**src/common/gpp_regs.svh**
```systemverilog
// Register indices, reset values and field widths of the pin-control block
`ifndef GPP_REGS_SVH
`define GPP_REGS_SVH

// ----------------------------------------
// Register indices (byte address = index * 4)
// ----------------------------------------
`define GPP_IDX_A_DATA 8'h00
`define GPP_IDX_A_PULL 8'h01
`define GPP_IDX_A_DIR 8'h03
`define GPP_IDX_B_DATA 8'h04
`define GPP_IDX_B_PULL 8'h05
`define GPP_IDX_B_DIR 8'h07

// ----------------------------------------
// Address split
// ----------------------------------------
`define GPP_IDX_HI 9
`define GPP_IDX_LO 2
`define GPP_BYTE_OFS 2'h0

// ----------------------------------------
// Widths and reset values
// ----------------------------------------
`define GPP_A_W 5
`define GPP_B_W 2
`define GPP_A_RST 5'h00
`define GPP_B_RST 2'h0
`define GPP_WORD_ZERO 32'h0000_0000
`define GPP_HTRANS_NSEQ_BIT 1

`endif

```
**src/common/gpp_pkg.sv**
```systemverilog
// Types shared by the pin-control block and its users
`include "gpp_regs.svh"
package gpp_pkg;

  // ----------------------------------------
  // Signals from the sharing peripherals
  // ----------------------------------------
  typedef struct packed {
    logic [`GPP_A_W-1:0] dig_en;
    logic [`GPP_A_W-1:0] dig_oe;
    logic [`GPP_A_W-1:0] dig_out;
    logic [`GPP_A_W-1:0] ana_en;
    logic [`GPP_A_W-1:0] keypad_wake_pin_enable;
    logic [`GPP_A_W-1:0] keypad_wake_edge_select;
    logic low_frequency_receiver;
  } gpp_periph_t;

  // ----------------------------------------
  // Pad controls of one port
  // ----------------------------------------
  typedef struct packed {
    logic [`GPP_A_W-1:0] out;
    logic [`GPP_A_W-1:0] oe;
    logic [`GPP_A_W-1:0] ibe;
    logic [`GPP_A_W-1:0] pu;
    logic [`GPP_A_W-1:0] pd;
  } gpp_pad_a_t;

  typedef struct packed {
    logic [`GPP_B_W-1:0] out;
    logic [`GPP_B_W-1:0] oe;
    logic [`GPP_B_W-1:0] ibe;
    logic [`GPP_B_W-1:0] pu;
  } gpp_pad_b_t;

  // ----------------------------------------
  // Bus data-phase kind
  // ----------------------------------------
  typedef enum logic [1:0] {
    GPP_PH_IDLE = 2'h0,
    GPP_PH_WR = 2'h1,
    GPP_PH_RD = 2'h3
  } gpp_phase_t;

endpackage : gpp_pkg

```
**src/hw/gpp_port.sv**
```systemverilog
// Seven-pin general purpose port with AHB-Lite register slave
//
// Behaviour
// Seven pins: five-pin first port, two-pin second port, each individually controlled.
// Receiver enabled forces both second-port pins to high impedance.
// An enabled sharing peripheral takes priority over the pin's GPIO function.
// After reset: peripherals off, all pins inputs, direction and pulls zero.
// Direction bit enables output buffer and selects data read source.
// Data read: pin level for inputs, last written latch for outputs.
// Input buffer always on except while an analog function is enabled; both ports' pad registers hold it off during reset.
// Digital function drives output buffer; direction still selects read source.
// Analog function disables both input and output buffers.
// Input bit with disabled input buffer reads as zero.
// Analog function wins over a digital function on the same pin.
// Pull enable bit turns on the pin's internal pull-up.
// Pull-up off whenever the pin is driven as output by anyone.
// Pull-up off while the pin is under analog control.
// First port: keypad enable and edge give pull-down instead; second never.
// Software writes data before switching a pin to output.
// Unused pins: input with pull-up, or output driven low.
// Pins tied to a rail: input with pull-up disabled.
// Pin levels pass a two-stage synchroniser before reaching reads.
`timescale 1ns/1ps
`default_nettype none
`include "gpp_regs.svh"

module gpp_port #(
  parameter int A_W = `GPP_A_W,
  parameter int B_W = `GPP_B_W
) (
  input wire logic sys_clk,
  input wire logic rst_n,
  input wire logic hsel,
  input wire logic [31:0] haddr,
  input wire logic [1:0] htrans,
  input wire logic hwrite,
  input wire logic [2:0] hsize,
  input wire logic [31:0] hwdata,
  input wire logic hready,
  output logic [31:0] hrdata,
  output logic hreadyout,
  output logic hresp,
  input wire gpp_pkg::gpp_periph_t periph,
  input wire logic [`GPP_A_W-1:0] first_port_pin_in,
  input wire logic [`GPP_B_W-1:0] second_port_pin_in,
  output gpp_pkg::gpp_pad_a_t first_port_pad,
  output gpp_pkg::gpp_pad_b_t second_port_pad
);
  import gpp_pkg::*;

  // ----------------------------------------
  // Elaboration checks
  // ----------------------------------------
  // Fixed port widths
  if (A_W != `GPP_A_W || B_W != `GPP_B_W) begin : g_bad_width
    $error("gpp_port: port widths must be 5 and 2");
  end

  // Register index field must fit the index width
  if (`GPP_IDX_HI - `GPP_IDX_LO + 1 != 8) begin : g_bad_index
    $error("gpp_port: register index must be eight bits");
  end

  // ----------------------------------------
  // State
  // ----------------------------------------
  typedef struct packed {
    logic [`GPP_A_W-1:0] a_data;
    logic [`GPP_A_W-1:0] a_pull;
    logic [`GPP_A_W-1:0] a_dir;
    logic [`GPP_B_W-1:0] b_data;
    logic [`GPP_B_W-1:0] b_pull;
    logic [`GPP_B_W-1:0] b_dir;
    logic [`GPP_A_W-1:0] a_sync1;
    logic [`GPP_A_W-1:0] a_sync2;
    logic [`GPP_B_W-1:0] b_sync1;
    logic [`GPP_B_W-1:0] b_sync2;
    gpp_phase_t phase;
    logic [7:0] idx;
    logic [31:0] rdata;
    logic ready;
    logic resp;
    gpp_pad_a_t pad_a;
    gpp_pad_b_t pad_b;
  } gpp_state_t;

  gpp_state_t st_ff;
  gpp_state_t nxt_st;

  // Register values after any data-phase write
  logic [`GPP_A_W-1:0] a_data_nx;
  logic [`GPP_A_W-1:0] a_pull_nx;
  logic [`GPP_A_W-1:0] a_dir_nx;
  logic [`GPP_B_W-1:0] b_data_nx;
  logic [`GPP_B_W-1:0] b_pull_nx;
  logic [`GPP_B_W-1:0] b_dir_nx;

  // First-port pad decisions, combinational
  logic [`GPP_A_W-1:0] a_oe;
  logic [`GPP_A_W-1:0] a_ibe;
  logic [`GPP_A_W-1:0] a_out;
  logic [`GPP_A_W-1:0] a_pu;
  logic [`GPP_A_W-1:0] a_pd;
  logic [`GPP_A_W-1:0] a_rd;

  // Second-port pad decisions, combinational
  logic [`GPP_B_W-1:0] b_oe;
  logic [`GPP_B_W-1:0] b_ibe;
  logic [`GPP_B_W-1:0] b_out;
  logic [`GPP_B_W-1:0] b_pu;
  logic [`GPP_B_W-1:0] b_rd;

  // Address phase decode
  logic take;
  logic [7:0] a_idx;

  // ----------------------------------------
  // Data-phase register writes
  // ----------------------------------------
  always_comb begin
    a_data_nx = st_ff.a_data;
    a_pull_nx = st_ff.a_pull;
    a_dir_nx = st_ff.a_dir;
    b_data_nx = st_ff.b_data;
    b_pull_nx = st_ff.b_pull;
    b_dir_nx = st_ff.b_dir;
    // Only the low pin bits of the word are kept
    if (st_ff.phase == GPP_PH_WR) begin
      unique case (st_ff.idx)
        `GPP_IDX_A_DATA: a_data_nx = hwdata[`GPP_A_W-1:0];
        `GPP_IDX_A_PULL: a_pull_nx = hwdata[`GPP_A_W-1:0];
        `GPP_IDX_A_DIR: a_dir_nx = hwdata[`GPP_A_W-1:0];
        `GPP_IDX_B_DATA: b_data_nx = hwdata[`GPP_B_W-1:0];
        `GPP_IDX_B_PULL: b_pull_nx = hwdata[`GPP_B_W-1:0];
        `GPP_IDX_B_DIR: b_dir_nx = hwdata[`GPP_B_W-1:0];
        default: a_data_nx = st_ff.a_data; // Unmapped writes ignored
      endcase
    end
  end

  // ----------------------------------------
  // First-port pad decisions, one slice per pin
  // ----------------------------------------
  for (genvar i = 0; i < `GPP_A_W; i++) begin : g_pin_a
    logic ana;
    logic dig;
    logic own_oe;
    logic own_out;
    logic pull_ok;
    logic kbd_dn;
    // Analog owns the pin first
    assign ana = periph.ana_en[i];
    // Sharing peripheral over GPIO
    assign dig = periph.dig_en[i];
    // Digital function drives the buffer
    // Direction enables the buffer
    assign own_oe = dig ? periph.dig_oe[i] : a_dir_nx[i];
    assign own_out = dig ? periph.dig_out[i] : a_data_nx[i];
    // Analog kills output buffer
    assign a_oe[i] = ~ana & own_oe;
    // Pad level held low while not driven
    assign a_out[i] = a_oe[i] & own_out;
    // Input buffer on unless analog
    assign a_ibe[i] = ~ana;
    // Pull enable gates the pull
    // No pull while driven
    // No pull under analog
    assign pull_ok = a_pull_nx[i] & ~a_oe[i] & ~ana;
    // Keypad edge picks pull-down
    assign kbd_dn = periph.keypad_wake_pin_enable[i] & periph.keypad_wake_edge_select[i];
    assign a_pu[i] = pull_ok & ~kbd_dn;
    assign a_pd[i] = pull_ok & kbd_dn;
    // Latch for outputs, pin for inputs
    // Disabled input buffer reads zero
    assign a_rd[i] = a_dir_nx[i] ? a_data_nx[i] : (a_ibe[i] & st_ff.a_sync2[i]);
  end

  // ----------------------------------------
  // Second-port pad decisions, one slice per pin
  // ----------------------------------------
  for (genvar i = 0; i < `GPP_B_W; i++) begin : g_pin_b
    logic lf;
    // Receiver forces high impedance
    assign lf = periph.low_frequency_receiver;
    // Direction enables the buffer
    assign b_oe[i] = ~lf & b_dir_nx[i];
    // Pad level held low while not driven
    assign b_out[i] = b_oe[i] & b_data_nx[i];
    // No analog use here, buffer stays on
    assign b_ibe[i] = 1'b1;
    // No pull while driven
    // Second port never pulls down
    assign b_pu[i] = b_pull_nx[i] & ~b_oe[i] & ~lf;
    // Direction still picks the source
    assign b_rd[i] = b_dir_nx[i] ? b_data_nx[i] : (b_ibe[i] & st_ff.b_sync2[i]);
  end

  // ----------------------------------------
  // Next-state logic
  // ----------------------------------------
  always_comb begin
    nxt_st = st_ff;

    // Two-stage pin synchroniser
    nxt_st.a_sync1 = first_port_pin_in;
    nxt_st.a_sync2 = st_ff.a_sync1;
    nxt_st.b_sync1 = second_port_pin_in;
    nxt_st.b_sync2 = st_ff.b_sync1;

    // Control registers after writes
    nxt_st.a_data = a_data_nx;
    nxt_st.a_pull = a_pull_nx;
    nxt_st.a_dir = a_dir_nx;
    nxt_st.b_data = b_data_nx;
    nxt_st.b_pull = b_pull_nx;
    nxt_st.b_dir = b_dir_nx;

    // Pad outputs, registered
    nxt_st.pad_a.oe = a_oe;
    nxt_st.pad_a.ibe = a_ibe;
    nxt_st.pad_a.out = a_out;
    nxt_st.pad_a.pu = a_pu;
    nxt_st.pad_a.pd = a_pd;
    nxt_st.pad_b.oe = b_oe;
    nxt_st.pad_b.ibe = b_ibe;
    nxt_st.pad_b.out = b_out;
    nxt_st.pad_b.pu = b_pu;

    // Address phase acceptance
    take = hsel & hready & htrans[`GPP_HTRANS_NSEQ_BIT];
    a_idx = haddr[`GPP_IDX_HI:`GPP_IDX_LO];
    if (haddr[1:0] != `GPP_BYTE_OFS) begin
      a_idx = 8'hFF; // Misaligned reads as unmapped
    end
    nxt_st.phase = GPP_PH_IDLE;
    nxt_st.ready = 1'b1;
    nxt_st.resp = 1'b0; // Always OKAY
    if (take) begin
      nxt_st.idx = a_idx;
      nxt_st.phase = hwrite ? GPP_PH_WR : GPP_PH_RD;
    end

    // Read data captured at the address phase
    nxt_st.rdata = `GPP_WORD_ZERO;
    if (take && !hwrite) begin
      unique case (a_idx)
        `GPP_IDX_A_DATA: nxt_st.rdata[`GPP_A_W-1:0] = a_rd;
        `GPP_IDX_A_PULL: nxt_st.rdata[`GPP_A_W-1:0] = a_pull_nx;
        `GPP_IDX_A_DIR: nxt_st.rdata[`GPP_A_W-1:0] = a_dir_nx;
        `GPP_IDX_B_DATA: nxt_st.rdata[`GPP_B_W-1:0] = b_rd;
        `GPP_IDX_B_PULL: nxt_st.rdata[`GPP_B_W-1:0] = b_pull_nx;
        `GPP_IDX_B_DIR: nxt_st.rdata[`GPP_B_W-1:0] = b_dir_nx;
        default: nxt_st.rdata = `GPP_WORD_ZERO;
      endcase
    end
  end

  // ----------------------------------------
  // State register
  // ----------------------------------------
  always_ff @(posedge sys_clk) begin
    if (!rst_n) begin
      // Inputs, no pulls, GPIO owned
      st_ff.a_data <= `GPP_A_RST;
      st_ff.a_pull <= `GPP_A_RST;
      st_ff.a_dir <= `GPP_A_RST;
      st_ff.b_data <= `GPP_B_RST;
      st_ff.b_pull <= `GPP_B_RST;
      st_ff.b_dir <= `GPP_B_RST;
      st_ff.a_sync1 <= `GPP_A_RST;
      st_ff.a_sync2 <= `GPP_A_RST;
      st_ff.b_sync1 <= `GPP_B_RST;
      st_ff.b_sync2 <= `GPP_B_RST;
      st_ff.phase <= GPP_PH_IDLE;
      st_ff.idx <= 8'h00;
      st_ff.rdata <= `GPP_WORD_ZERO;
      st_ff.ready <= 1'b1;
      st_ff.resp <= 1'b0;
      st_ff.pad_a <= '0;
      st_ff.pad_b <= '0;
    end else begin
      st_ff <= nxt_st;
    end
  end

  // ----------------------------------------
  // Outputs, straight from flip-flops
  // ----------------------------------------
  assign hrdata = st_ff.rdata;
  assign hreadyout = st_ff.ready;
  assign hresp = st_ff.resp;
  assign first_port_pad = st_ff.pad_a;
  assign second_port_pad = st_ff.pad_b;

endmodule : gpp_port
`default_nettype wire

```
**config.mk**
```make
export PLATFORM = sky130hd
export DESIGN_NAME = gpp_port
export DESIGN_NICKNAME = d
export VERILOG_FILES = /design/src/common/gpp_pkg.sv /design/src/hw/gpp_port.sv
export VERILOG_INCLUDE_DIRS = /design/src /design/src/common
export SDC_FILE = /design/constraint.sdc
export NUM_CORES = 1
export LEC_CHECK = 0
export ABC_AREA = 1
export CAP_MARGIN = 30
export CORE_MARGIN = 2
export CORE_UTILIZATION = 60
export CTS_CLUSTER_DIAMETER = 60
export CTS_CLUSTER_SIZE = 8
export DETAILED_ROUTE_END_ITERATION = 6
export DONT_BUFFER_PORTS = 1
export PLACE_DENSITY = 0.74
export REMOVE_ABC_BUFFERS = 1
export SYNTH_ARGS = -nofsm -noshare
export SYNTH_HDL_FRONTEND = slang
export SYNTH_SLANG_ARGS = --single-unit
```
**constraint.sdc**
```tcl
create_clock -name sys_clk -period 4.22 [get_ports sys_clk]
set_clock_uncertainty 0.1 [all_clocks]
set_input_delay 0.844 -clock sys_clk [delete_from_list [all_inputs] [get_ports sys_clk]]
set_output_delay 0.844 -clock sys_clk [all_outputs]
set_load 0.005 [all_outputs]
```
## Word level (Yosys, flattened, before mapping)

Index checks and enable logic that the tools add are counted.

| word-level totals | value |
|---|---|
| flip-flop bits (word level) | 112 |

| cells by class | value |
|---|---|
| mux-type cells | 34 |
| reductions and logical operators | 7 |
| bitwise operators | 68 |
| equality and inequality tests | 11 |

Operators by type and width:

| operator | number |
|---|---|
| 1-bit AND | 50 |
| 8-bit by 3-bit equality test with 1-bit output, second input constant | 6 |
| 5-bit 2-to-1 mux | 6 |
| 1-bit inverter | 18 |
| 1-bit 2-to-1 mux | 17 |
| 8-bit by 1-bit equality test with 1-bit output, second input constant | 2 |
| 8-bit by 2-bit equality test with 1-bit output, second input constant | 2 |
| 8-bit zero test | 2 |
| 2-bit 2-to-1 mux | 7 |
| 2-bit one-hot mux with 6 select lines | 1 |
| 3-bit one-hot mux with 3 select lines | 1 |
| 8-bit 2-to-1 mux | 1 |
| 4-bit 2-to-1 mux | 1 |
| 2-bit AND reduction | 2 |
| 2-bit by 1-bit equality test with 1-bit output, second input constant | 1 |
| 2-bit nonzero test | 1 |
| 1-bit logical AND | 1 |
| 1-bit zero test | 1 |

## Depth between registers and ports, before layout

| logic depth | value |
|---|---|
| word-level depth | 9 |
| mapped depth | 13 |

## Worst setup path after synthesis

Ideal clock, no wire load.

| timing path | value |
|---|---|
| kind | in2reg |
| start point | input haddr[1] |
| end point | register st_ff, in the netlist hrdata[2] |
| arrival | 1.800 ns |
| cell stages on the path | 8 |
| slack | 2.254 ns |
| data required time | 4.054 ns |
| cells stage by stage | nor2_4 -> nand2_4 -> nor2_8 -> nand2_2 -> nor2_4 -> nor3_2 -> or2_4 -> a21oi_2 |

| on the way | value |
|---|---|
| longest elaborated chain between the ends | 4 |
| elaborated cells between the ends (all ways) | 6 |

Ends and longest elaborated chain:

| element | line | RTL |
|---|---|---|
| from (decl) | gpp_port.sv:34 | `input wire logic [31:0] haddr,` |
| 2-bit nonzero test (no source line) * | -- |  |
| 8-bit 2-to-1 mux * | gpp_port.sv:232 | `` if (haddr[1:0] != `GPP_BYTE_OFS) begin `` |
| 8-bit by 2-bit equality test with 1-bit output (tied with other cells) | gpp_port.sv:246 | `unique case (a_idx)` |
| 3-bit one-hot mux with 3 select lines * | gpp_port.sv:246 |  |
| to (signal assigned) | gpp_port.sv:282 | `st_ff <= nxt_st;` |
| to (decl) | gpp_port.sv:87 | `gpp_state_t st_ff;` |

Mark *: on every way between the ends. The rest lies on a longest branch, timed or not.
A chain may end at the register's enable or synchronous reset.

## Final worst setup path

| timing path | value |
|---|---|
| start point | register st_ff[72] in the netlist's numbering |
| end point | register st_ff, in the netlist first_port_pad[7] |

| on the way | value |
|---|---|
| longest elaborated chain between the ends | 9 |
| elaborated cells between the ends (all ways) | 12 |

Ends and longest elaborated chain:

| element | line | RTL |
|---|---|---|
| 8-bit by 2-bit equality test with 1-bit output | gpp_port.sv:129 | `unique case (st_ff.idx)` |
| 5-bit 2-to-1 mux | gpp_port.sv:129 |  |
| 5-bit 2-to-1 mux | gpp_port.sv:128 | `if (st_ff.phase == GPP_PH_WR) begin` |
| 1-bit 2-to-1 mux | gpp_port.sv:157 | `assign own_oe = dig ? periph.dig_oe[i] : a_dir_nx[i];` |
| 1-bit AND | gpp_port.sv:160 | `assign a_oe[i] = ~ana & own_oe;` |
| 1-bit inverter | gpp_port.sv:168 | `assign pull_ok = a_pull_nx[i] & ~a_oe[i] & ~ana;` |
| 1-bit AND * (2 in series) | gpp_port.sv:168 |  |
| 1-bit AND * | gpp_port.sv:171 | `assign a_pu[i] = pull_ok & ~kbd_dn;` |

Marks and branches as above.

==> summary.md <==
| Metric | Value |
|---|---|
| Clk_lat worst skew | 0.35 ns |
| I/O pin cnt | 179 |
| Vias in the first global route | 2564 |
| Share of layout cells above drive strength 1 | 0.118 |
| Area contributors post-synth | dfxtp_1 (41%), buf_4 (13%), nand2_1 (8.8%) |
| Critical Path AT | 2.17 ns |
| Clk buf depth | 2 |
| Leak Pwr | 1.83 nW |
| Post-CTS Setup Inserts | 0 |
| DRC errors left | 0 |
| CTS Sinks | 82 |
| Synth Area per Inst | 7.52 sq um |
| Hold Crit Start | nxt_st[78] |
| Core Region | 6350 sq um |
| Cell-by-cell trace of the critical path | nor2_2 > nand2_2 > nor2_4 > nand2_1 > nand2_2 > o21ai_1 > nand3b_1 > a21oi_1 |
| Top-count cell post-synth | nand2_1 |
| Clk pwr share | 0.458 |
| Final setup violation count | 0 |
| Fin crit share | 0.472 |
| Final slew viol count | 0 |
| Crit path from | st_ff[72] |
| Final #Nets | 600 |
| Pint | 1.27 mW |
| CP Capture Type | flip-flop |
| Largest net degree at the start of global routing | 45 |
| DPL Wire Length | 5080 um |
| Actual slew at the worst max-slew pin | 0.777 ns |
| Status | finished clean |
| Area grow syn2layout | -2.25% |
| Sequential area share after synthesis | 0.415 |
| WP buf/inv | 0 |
| Setup TNS | 0 ns |
| Final GP Congestion | 0.856 |
| Worst Path Required | 4.40 ns |
| Syn Std Cell Area | 3960 sq um |
| Post-CTS Hold Fix Bufs | 0 |
| Fill cell count | 559 |
| Sequential Power Share | 0.494 |
| Die Wd | 85.2 um |
| Number of flops mapped to enable cells by yosys | 0 |
| Ys Warns | 0 |
| Crit Path Class | flip-flop to flip-flop |
| RSZ-0062 raised after global routing | no |
| Combinational share of power | 0.048 |
| Worst slew margin | 0.481 |
| CTS tree | yes |
| Vias per cell | 4.93 |
| Synth cell count leaders | nand2_1 (93), dfxtp_1 (82), inv_1 (73) |
| PortBufs | 0 |
| Tot GR Track Use | 0.197 |
| FF-to-FF setup slack | 2.23 ns |
| Highest net fanout along the worst path | 13 |
| Initial core utilization | 0.623 |
| Row count | 29 |
| Share of flip-flops with an asynchronous set or reset | 0 |
| Fmax | 502 MHz |
| Synth top area share | 0.415 |
| Maximum VDD drop | 0.289 mV |
| CP delay by family, top | simple AND/OR/NAND/NOR gates |
| Die ar. | 7260 sq um |
| Reg clk slew, reported paths | 0.08 ns |
| Final ANT Viol Nets | 0 |
| Syn Inst Count | 526 |
| Primary FF master, synth | dfxtp_1 |
| Total congestion overflow | 0 |
| Total CTS buffers | 9 |
| H-tree level count | 3 |
| Ant. Diodes | 0 |
| Worst setup SP type | flip-flop |
| Net Sw Frac | 0.214 |
| Class of the worst hold path | flip-flop to flip-flop |
| Reg-to-Reg Start | st_ff[72] |
| Die height | 85.2 um |
| #FFs+latches synth | 82 |
| Most used cell, CP | nand2_2 |
| PostCTS Resize Cnt | 0 |
| Max Cap Viol | 0 |
| Endpoints failing hold | 0 |
| WL final | 6900 um |
| Worst path max stage delay | 0.36 ns |
| Vias | 2809 |
| Cell taking the most area after synthesis | dfxtp_1 |
| Pwr Density | 417 nW/um^2 |
| Routed wire length per instance | 12.1 um |
| Post-layout minimum cycle time | 1.99 ns |
| Unique masters post-synth | 33 |
| CTS root buf | clkbuf_8 |
| First-pass GRT wire length | 11500 um |
| Post-DP Area | 3600 sq um |
| Drt pass-1 iters | 4 |
| Net switching power | 0.346 mW |
| Design area | 3870 sq um |
| Initial antenna violation count | 0 |
| Initial DRC count | 112 |
| Worst path slowest cell | nand2_1 |
sequential cells by signal, indices dropped and copies added (netlist names):
name             cells
nxt_st               7
second_port_pad      7
st_ff               38
hrdata               5
first_port_pad      25
worst paths after layout:
path / end / cells after the start
max: first_port_pad[7] / 8
min: st_ff[78] / 2
max reg2reg: first_port_pad[7] / 8
min reg2reg: st_ff[78] / 2
power groups by stage:
stage | Combinational, mW | Sequential (mW) | Clock, mW
after floorplan | 0.0637 | 0.815 | 0
after global placement | 0.0741 | 0.816 | 0
after detailed placement | 0.0759 | 0.817 | 0
after CTS | 0.0763 | 0.798 | 0.749
after global routing | 0.0884 | 0.800 | 0.782
final | 0.0767 | 0.798 | 0.740
per-stage QoR:
step | cells | hold slack (ns) | setup slack, ns | utilization | power, mW
after floorplan | 477 | 0.290 | 2.24 | - | 0.879
after global placement | 554 | 0.297 | 1.88 | 0.567 | 0.890
after detailed placement | 554 | 0.302 | 1.88 | 0.567 | 0.893
after CTS | 570 | 0.320 | 2.23 | 0.609 | 1.62
after global routing | 570 | 0.338 | 2.00 | 0.609 | 1.67
final | 570 | 0.316 | 2.23 | 0.609 | 1.61
cell type report:
class | count | area [sq um] | share of cell area
Multi-Input combinational cell | 317 | 1570 | 0.406
Clock buffer | 10 | 128 | 0.0330
Clock inverter | 6 | 138 | 0.0356
Inverter | 78 | 293 | 0.0757
Tap cell | 77 | 96.3 | 0.0249
Sequential cell | 82 | 1640 | 0.424
cell families after synthesis:
kind of cell / Yosys count / share of synthesized area
AND/OR/NAND/NOR: 233 / 0.283
AO/OA/AOI/OAI: 55 / 0.0867
flip-flops: 82 / 0.415
other: 2 / 0.00190
buffers and inverters: 154 / 0.213
worst min-delay path, stage by stage, from the launching register on:
cell and delay [ns]:
dfxtp_1 0.31, nand2_1 0.05, inv_1 0.04
per-layer routing:
layer | vias to the layer above | share of wire | global-route usage | routed length (um)
met5 | - | 0 | 0 | 0
met1 | 1224 | 0.43 | 0.246 | 2970
met2 | 114 | 0.46 | 0.314 | 3210
met4 | 0 | 0.020 | 0.0866 | 140
met3 | 13 | 0.084 | 0.0613 | 581
li1 | 1458 | - | - | -
cells in the final DEF, fill, tap and decap left out, drive strengths merged:
cell type    n
o211ai       3
or2          2
nand2      105
clkinv       3
nor3        14
nand4        8
dfxtp       82
nand3b       4
nor2        65
clkbuf      10
nand3       35
a21oi       30
bufinv       4
conb        29
o21ai       16
inv         77
o21bai       6
(Power assumes the default switching activity.)
